`config.mk`:
```
export PLATFORM = sky130hd
export DESIGN_NAME = csrs_conv_ctrl
export DESIGN_NICKNAME = d
export VERILOG_FILES = /design/src/hw/csrs_pkg.sv /design/src/hw/csrs_conv_ctrl.sv
export SDC_FILE = /design/constraint.sdc
export NUM_CORES = 1
export LEC_CHECK = 0
export ABC_AREA = 1
export BUFFER_PORTS_ARGS = -buffer_cell sky130_fd_sc_hd__buf_2
export CORE_MARGIN = 2
export CORE_UTILIZATION = 63
export CTS_BUF_LIST = sky130_fd_sc_hd__clkbuf_8
export CTS_CLUSTER_SIZE = 12
export DETAILED_ROUTE_END_ITERATION = 10
export HOLD_SLACK_MARGIN = 0.08
export PLACE_DENSITY = 0.83
export SLEW_MARGIN = 10
export SYNTH_ARGS = -nofsm -noshare
export SYNTH_HDL_FRONTEND = slang
export SYNTH_SLANG_ARGS = --single-unit
```
`constraint.sdc`:
```
create_clock -name mclk_i -period 5.3 [get_ports mclk_i]
set_input_delay 0.53 -clock mclk_i [delete_from_list [all_inputs] [get_ports mclk_i]]
set_output_delay 0.53 -clock mclk_i [all_outputs]
set_load 0.05 [all_outputs]
```
`src/hw/csrs_pkg.sv`:
```
package csrs_pkg;

    // ------------------------------------------------------------
    // Timing counts
    // ------------------------------------------------------------
    localparam int unsigned MCLK_PERIOD_NS       = 40;
    localparam int unsigned MOD_CYCLE_CLKS       = 128;
    localparam int unsigned SETTLE_PERIODS       = 3;
    localparam int unsigned READY_HIGH_CLKS      = 500;
    localparam int unsigned RATE_W               = 8;
    localparam int unsigned CNT_W                = 24;
    localparam logic [1:0]  SETTLE_PERIODS_V     = 2'h3;
    localparam logic [8:0]  READY_HIGH_V         = 9'h1F4;
    localparam logic [6:0]  MOD_CYCLE_LAST       = 7'h7F;

    // ------------------------------------------------------------
    // Reset values
    // ------------------------------------------------------------
    localparam logic        RESULT_READY_N_RST   = 1'h1;
    localparam logic [15:0] DATA_RST             = 16'h0000;

    typedef enum logic [3:0] {
        CSRS_HALT   = 4'h1,
        CSRS_SETTLE = 4'h2,
        CSRS_RUN    = 4'h4,
        CSRS_POWER_DOWN_REQUEST   = 4'h8
    } csrs_state_t;

    typedef struct packed {
        logic        filter_sync_hold;
        logic        power_down_request;
        logic [RATE_W-1:0] update_rate;
    } csrs_ctrl_t;

    typedef struct packed {
        logic        valid;
        logic [15:0] data;
    } csrs_sample_t;

    typedef struct packed {
        csrs_state_t        state;
        logic               fs_s1;
        logic               fs_s2;
        logic               pd_s1;
        logic               pd_s2;
        logic               rd_s1;
        logic               rd_s2;
        logic               rd_prev;
        logic [6:0]         mod_cnt;
        logic [RATE_W-1:0]  mod_in_period;
        logic [1:0]         settle_cnt;
        logic [8:0]         pulse_cnt;
        logic               result_ready_n;
        logic               unread;
        logic               filter_run;
        logic [15:0]        data;
    } csrs_regs_t;

endpackage

```
`src/hw/csrs_conv_ctrl.sv`:
```
`timescale 1ns/1ps
// Contract
// RQ1: Filter-sync high holds modulator and filter in reset, no samples processed.
// RQ2: Filter-sync written 0 releases filter; sampling resumes on next clock edge. Code raises filter_run on the third mclk_i edge, after the two-flop sync.
// RQ3: Filter-sync touches only modulator/filter state, never configuration.
// RQ4: After filter-sync release, no result loads before three update periods.
// RQ5: Software start-convert by filter-sync write; completion is result-ready falling.
// RQ6: Unread result at filter-sync release keeps result-ready low.
// RQ7: Update while result-ready low pulses it high 500 clocks, then low.
// RQ8: Data read sets result-ready high until settled fresh result loads.
// RQ9: Reset input clears all logic, filter, modulator and registers.
// RQ10: During reset result-ready high, register accesses ignored.
// RQ11: After reset release, default conversion; result-ready low after three periods.
// RQ12: Host should reprogram and calibrate after reset; recommendation only.
// RQ13: Master clock output keeps toggling while reset held low.
// RQ14: Standby powers down conversion, keeps all registers and data.
// RQ15: Standby written 0 resumes; new result three update periods later.
// RQ16: Standby changes neither interface nor result-ready level.
// RQ17: Pending result readable in standby; read completion sets result-ready high.
// RQ18: During standby oscillator runs, master clock uninterrupted.
// RQ19: Result-ready driven high stays high until valid new result written.
// RQ20: Modulator cycle is 128 master clock periods.
// RQ21: Update period derives from external update-rate setting.
module csrs_conv_ctrl
    import csrs_pkg::*;
(
    input  wire logic         mclk_i,            // Master clock, 25 MHz
    input  wire logic         reset_n_i,         // Async reset pin, active low
    input  wire csrs_ctrl_t   ctrl_i,            // Sync/standby bits and rate (pins)
    input  wire csrs_sample_t sample_i,          // Filter output word
    input  wire logic         data_read_done_i,  // Data register read finished
    output logic              result_ready_n_o,  // Result ready, active low
    output logic [15:0]       data_o,            // Output data register
    output logic              filter_run_o,      // Modulator/filter out of reset
    output logic              mclk_o             // Master clock divided by two
);

    csrs_regs_t r_reg;
    csrs_regs_t r_next;
    logic       rd_edge;
    logic       period_tick;
    logic       load;

    // --------------------------------------------------------
    // Master clock output
    // --------------------------------------------------------
    // Never gated: toggles through reset and standby   see RQ13 see RQ18
    // No reset here, so the if form settles an unknown start level
    always_ff @(negedge mclk_i) begin
        if (mclk_o) begin
            mclk_o <= 1'b0;
        end else begin
            mclk_o <= 1'b1;
        end
    end

    // --------------------------------------------------------
    // Next state
    // --------------------------------------------------------
    always_comb begin
        r_next = r_reg;
        // Sync, standby and read-done inputs pass two flops before use; update_rate is used directly
        r_next.fs_s1   = ctrl_i.filter_sync_hold;
        r_next.fs_s2   = r_reg.fs_s1;
        r_next.pd_s1   = ctrl_i.power_down_request;
        r_next.pd_s2   = r_reg.pd_s1;
        r_next.rd_s1   = data_read_done_i;
        r_next.rd_s2   = r_reg.rd_s1;
        r_next.rd_prev = r_reg.rd_s2;
        rd_edge        = r_reg.rd_s2 & ~r_reg.rd_prev;

        // Modulator cycle counter; update period = rate modulator cycles
        r_next.mod_cnt = r_reg.mod_cnt + 7'h01;                       // see RQ20
        period_tick    = 1'b0;
        if (r_reg.mod_cnt == MOD_CYCLE_LAST) begin
            if (r_reg.mod_in_period >= ctrl_i.update_rate - 8'h01) begin  // see RQ21
                r_next.mod_in_period = '0;
                period_tick          = 1'b1;
            end else begin
                r_next.mod_in_period = r_reg.mod_in_period + 8'h01;
            end
        end
        load = 1'b0;

        case (r_reg.state)
            CSRS_HALT: begin
                // Filter held, nothing sampled                      see RQ1
                r_next.filter_run = 1'b0;
                r_next.mod_cnt    = '0;
                r_next.mod_in_period = '0;
                if (!r_reg.fs_s2) begin
                    r_next.state      = CSRS_SETTLE;                  // see RQ2
                    r_next.filter_run = 1'b1;
                    r_next.settle_cnt = '0;
                end
            end
            CSRS_SETTLE: begin
                // Three full periods before any load                  see RQ4 see RQ11 see RQ15
                if (period_tick) begin
                    r_next.settle_cnt = r_reg.settle_cnt + 2'h1;
                    if (r_reg.settle_cnt == SETTLE_PERIODS_V - 2'h1) begin
                        r_next.state = CSRS_RUN;
                        load         = sample_i.valid;
                    end
                end
            end
            CSRS_RUN: begin
                load = period_tick & sample_i.valid;
            end
            CSRS_POWER_DOWN_REQUEST: begin
                // Registers and data kept; conversion off             see RQ14
                r_next.filter_run = 1'b0;
                r_next.mod_cnt    = '0;
                r_next.mod_in_period = '0;
                if (!r_reg.pd_s2) begin
                    r_next.state      = CSRS_SETTLE;                  // see RQ15
                    r_next.filter_run = 1'b1;
                    r_next.settle_cnt = '0;
                end
            end
            default: begin
                r_next.state = CSRS_HALT;
            end
        endcase

        // Sync outranks standby; only filter state touched      see RQ3
        if (r_reg.fs_s2) begin
            r_next.state      = CSRS_HALT;
            r_next.filter_run = 1'b0;
        end else if (r_reg.pd_s2 && r_reg.state != CSRS_POWER_DOWN_REQUEST
                     && r_reg.state != CSRS_HALT) begin
            r_next.state      = CSRS_POWER_DOWN_REQUEST;
            r_next.filter_run = 1'b0;
        end

        // --------------------------------------------------------
        // Result-ready handshake
        // --------------------------------------------------------
        // Sync/standby never change the level directly       see RQ6 see RQ16
        if (r_reg.pulse_cnt != '0) begin
            r_next.pulse_cnt = r_reg.pulse_cnt - 9'h001;
            if (r_reg.pulse_cnt == 9'h001) begin
                r_next.result_ready_n = 1'b0;                         // see RQ7
            end
        end
        // Read works in any state, standby too                  see RQ8 see RQ17
        if (rd_edge) begin
            r_next.unread         = 1'b0;
            r_next.result_ready_n = 1'b1;
            r_next.pulse_cnt      = '0;
        end
        // Load wins over a same-cycle read
        if (load) begin
            r_next.data   = sample_i.data;
            r_next.unread = 1'b1;
            if (!r_reg.result_ready_n) begin
                r_next.result_ready_n = 1'b1;                         // see RQ7
                r_next.pulse_cnt      = READY_HIGH_V;
            end else if (r_reg.pulse_cnt == '0 || rd_edge) begin
                // Falling edge marks completion              see RQ5 see RQ19
                r_next.result_ready_n = 1'b0;
                r_next.pulse_cnt      = '0;
            end
        end
    end

    // --------------------------------------------------------
    // State register
    // --------------------------------------------------------
    // Everything to defaults; ready held high in reset  see RQ9 see RQ10
    always_ff @(posedge mclk_i or negedge reset_n_i) begin
        if (!reset_n_i) begin
            r_reg                <= '0;
            r_reg.state          <= CSRS_SETTLE;
            r_reg.result_ready_n <= RESULT_READY_N_RST;
            r_reg.filter_run     <= 1'b1;
            r_reg.data           <= DATA_RST;
        end else begin
            r_reg <= r_next;
        end
    end

    assign result_ready_n_o = r_reg.result_ready_n;
    assign data_o           = r_reg.data;
    assign filter_run_o     = r_reg.filter_run;

endmodule

```
==> impl_metrics.csv <==
group,metric,value,unit
outcome,status,"completed",
power,swShare,33.73,%
logic_synthesis,ys_ff_latch,56,
power,max-vdd-ir-drop,0.0002092,V
sta,worst_pin_slew,0.6891,ns
power,cellPowerDensity,322.0,nW/um2
setup_path,critPathMaxFanout,2,
cells_and_area,layout_common_cells,"nand2_1 (91), dfrtp_1 (52), buf_2 (48)",
power,seqPwrFrac,46.8,%
route,detail_route.wl_per_cell,11.77,um
worst_hold_path,whs_path_depth,1,
power,p_leak,1.900,nW
logic_synthesis,yosysTopAreaCell,"dfrtp_1",
power,p_sw,373.3,uW
setup_path,crit_family,"flip-flops",
global_routing,grt_pass1_vias,2417,
setup_path,path_buf_inv,1,
route,wirelength,5768,um
setup_path,start_kind,"flop",
cells_and_area,fin_util,71.82,%
global_routing,grt_overflow,0,
setup_path,crit_type,"flop to primary output",
global_routing,grt_pass1_wl,9839,um
floorplanning,design.core.area,4786,um2
cts,htreeDepth,2,
cts,post_cts.repair.setup_buffers,0,
logic_synthesis,netlist_area,3157,um2
sta,hold_viol,0,
cells_and_area,finalNetCount,466,
cts,hold_buffers,0,
route,drcViolationCount,0,
setup_path,path_cells,"buf_2",
global_routing,grt_usage,22.78,%
job,cap_violations,0,
logic_synthesis,synthCells,387,
setup_path,worstPathArrival,3.59,ns
cells_and_area,fillers,384,
worst_hold_path,hold_class,"input pin to flop",
global_routing,antenna_found_initial,0,
sta,rsz0062_at_grt,"no",
sta,fin_setup_tns,0,ns
cts,clkLatencyLatePin,0.31,ns
setup_path,slowest_stage,"dfxtp_1",
sta,timing.slew.headroom,54.06,%
floorplanning,die_x,74.79,um
place,io_buffers,48,
cts,cts_buffers,5,
cts,cts.path.max_buffers,2,
place,dp_slack,1.548,ns
route,drtPass1Iterations,4,
floorplanning,fp-row-count,25,
cells_and_area,final_common_cell,"nand2_1",
power,power_frac_comb,28.1,%
cells_and_area,syn_to_final_growth,8.878,%
route,ant_nets,0,
setup_path,r2r_cells,10,
place,place_area,3326,um2
cells_and_area,fin_area,3437,um2
route,drt_iter0_markers,116,
logic_synthesis,synth.top_cells.by_area,"dfrtp_1 (41%), nand2_1 (11%), nand3_1 (7.5%)",
route,vias,2529,
cells_and_area,n_antenna_cell,0,
cts,cts_resized,0,
floorplanning,io_pins,49,
setup_path,crit_required,4.77,ns
power,internal_power,733.4,uW
logic_synthesis,synth-edff-count,0,
cts,cts_tree,"yes",
setup_path,crit_cells,1,
cts,clkTransAtPathRegs,0.09,ns
cts,cts.sinks,56,
setup_path,slowest_delay,0.32,ns
sta,finalSetupViolCount,0,
place,dpl.hpwl,4306,um
floorplanning,die_h,74.79,um
logic_synthesis,ys_seq_area_share,44.35,%
sta,hold_slack,0.3201,ns
sta,finalClockSkew,0.006263,ns
logic_synthesis,yosys_warnings,0,
logic_synthesis,ys_async_sr_fraction,98.21,%
place,gp_congestion,0.8803,
sta,postLayoutSetupSlackWorst,1.179,ns
sta,drv_slew,0,
setup_path,crit_path_end_kind,"primary output",
cells_and_area,drive_gt1_share,18.68,%
logic_synthesis,ys_types,37,
cts,root_buffer,"clkbuf_8",
floorplanning,initial_core_util,65.96,%
cells_and_area,largest_register_ffs,33,
power,clockPowerShare,25.2,%
floorplanning,die_area,5593,um2
logic_synthesis,syn_area_per_cell,8.157,um2
route,via_per_inst,5.161,
global_routing,grt_max_degree,56,
logic_synthesis,syn-num-nets,431,
logic_synthesis,synth_ff_type,"dfrtp_1",
logic_synthesis,synth_top_cell_area_share,41.22,%
-- cells by family after synthesis --
family          Yosys count  share of synthesized area (%)
simple gates            205                          29.81
buf+inv                  69                          11.10
xor+xnor                 10                          2.775
flops                    56                          44.35
compound gates           33                          6.421
fa+ha+maj                14                          5.549
-- power by group through the flow --
stage | combinational (mW) | clock (mW) | sequential [mW]
after floorplan | 0.233 | 0.00236 | 0.533
after global placement | 0.300 | 0.00236 | 0.523
after detailed placement | 0.312 | 0.00236 | 0.525
after CTS | 0.313 | 0.286 | 0.518
after global routing | 0.355 | 0.307 | 0.525
final | 0.311 | 0.279 | 0.518
-- cell usage after synthesis, types with 3 or more instances --
cell and count:
nor2_1 38, dfstp_2 3, nand4_1 6, nand3_1 47, xor2_1 7, inv_1 44
dfrtp_1 52, nand2_1 91, o21ai_0 12, a21oi_1 13, xnor2_1 3, buf_4 18
nor3_1 7, nor2_2 4, ha_1 14
-- final cells by class --
| class | instances | area [um2] | share of cell area, % |
|---|---|---|---|
| repair buffers | 49 | 247.7 | 7.208 |
| well taps | 67 | 83.83 | 2.439 |
| multi-input cells | 262 | 1406 | 40.92 |
| flip-flops and latches | 56 | 1400 | 40.74 |
| clock inverters | 4 | 46.29 | 1.347 |
| clock buffers | 5 | 68.82 | 2.002 |
| inverters | 47 | 183.9 | 5.351 |
-- routing by layer --
layer  up-vias  track usage [%]  routed length, um
li1       1300                -                  -
met1      1175            26.73               2596
met2        46            41.00               2866
met3         8            4.552                226
met4         0            8.929                 78
met5         -                0                  0
-- stage by stage --
step / power [mW] / instances
global route: 1.187 / 490
detailed placement: 0.8392 / 482
CTS: 1.116 / 490
global placement: 0.8259 / 482
floorplan: 0.7686 / 387
finish: 1.107 / 490
-- final timing paths --
path	from	endpoint	slack, ns
min in group asynchronous	reset_n_i	r_reg[32]	0.33
max in group asynchronous	reset_n_i	r_next[45]	4.50
setup reg to reg	r_reg[33]	data_o[7]	3.37
hold reg to reg	r_next[50]	r_reg[50]	0.36
setup / recovery	mclk_o	mclk_o	1.18
hold / removal	ctrl_i[9]	r_next[50]	0.32
-- worst register-to-register path: stages (launching register included) --
cell     delay, ns
dfrtp_1       0.44
ha_1          0.32
nand2_1       0.07
nor2_1        0.10
nor2_1        0.04
nand2_1       0.06
nand2_1       0.11
nand2_2       0.20
nand4_4       0.27
nand2_1       0.15
nand2_1       0.07
Note: power is estimated with default switching activity, not from simulation.
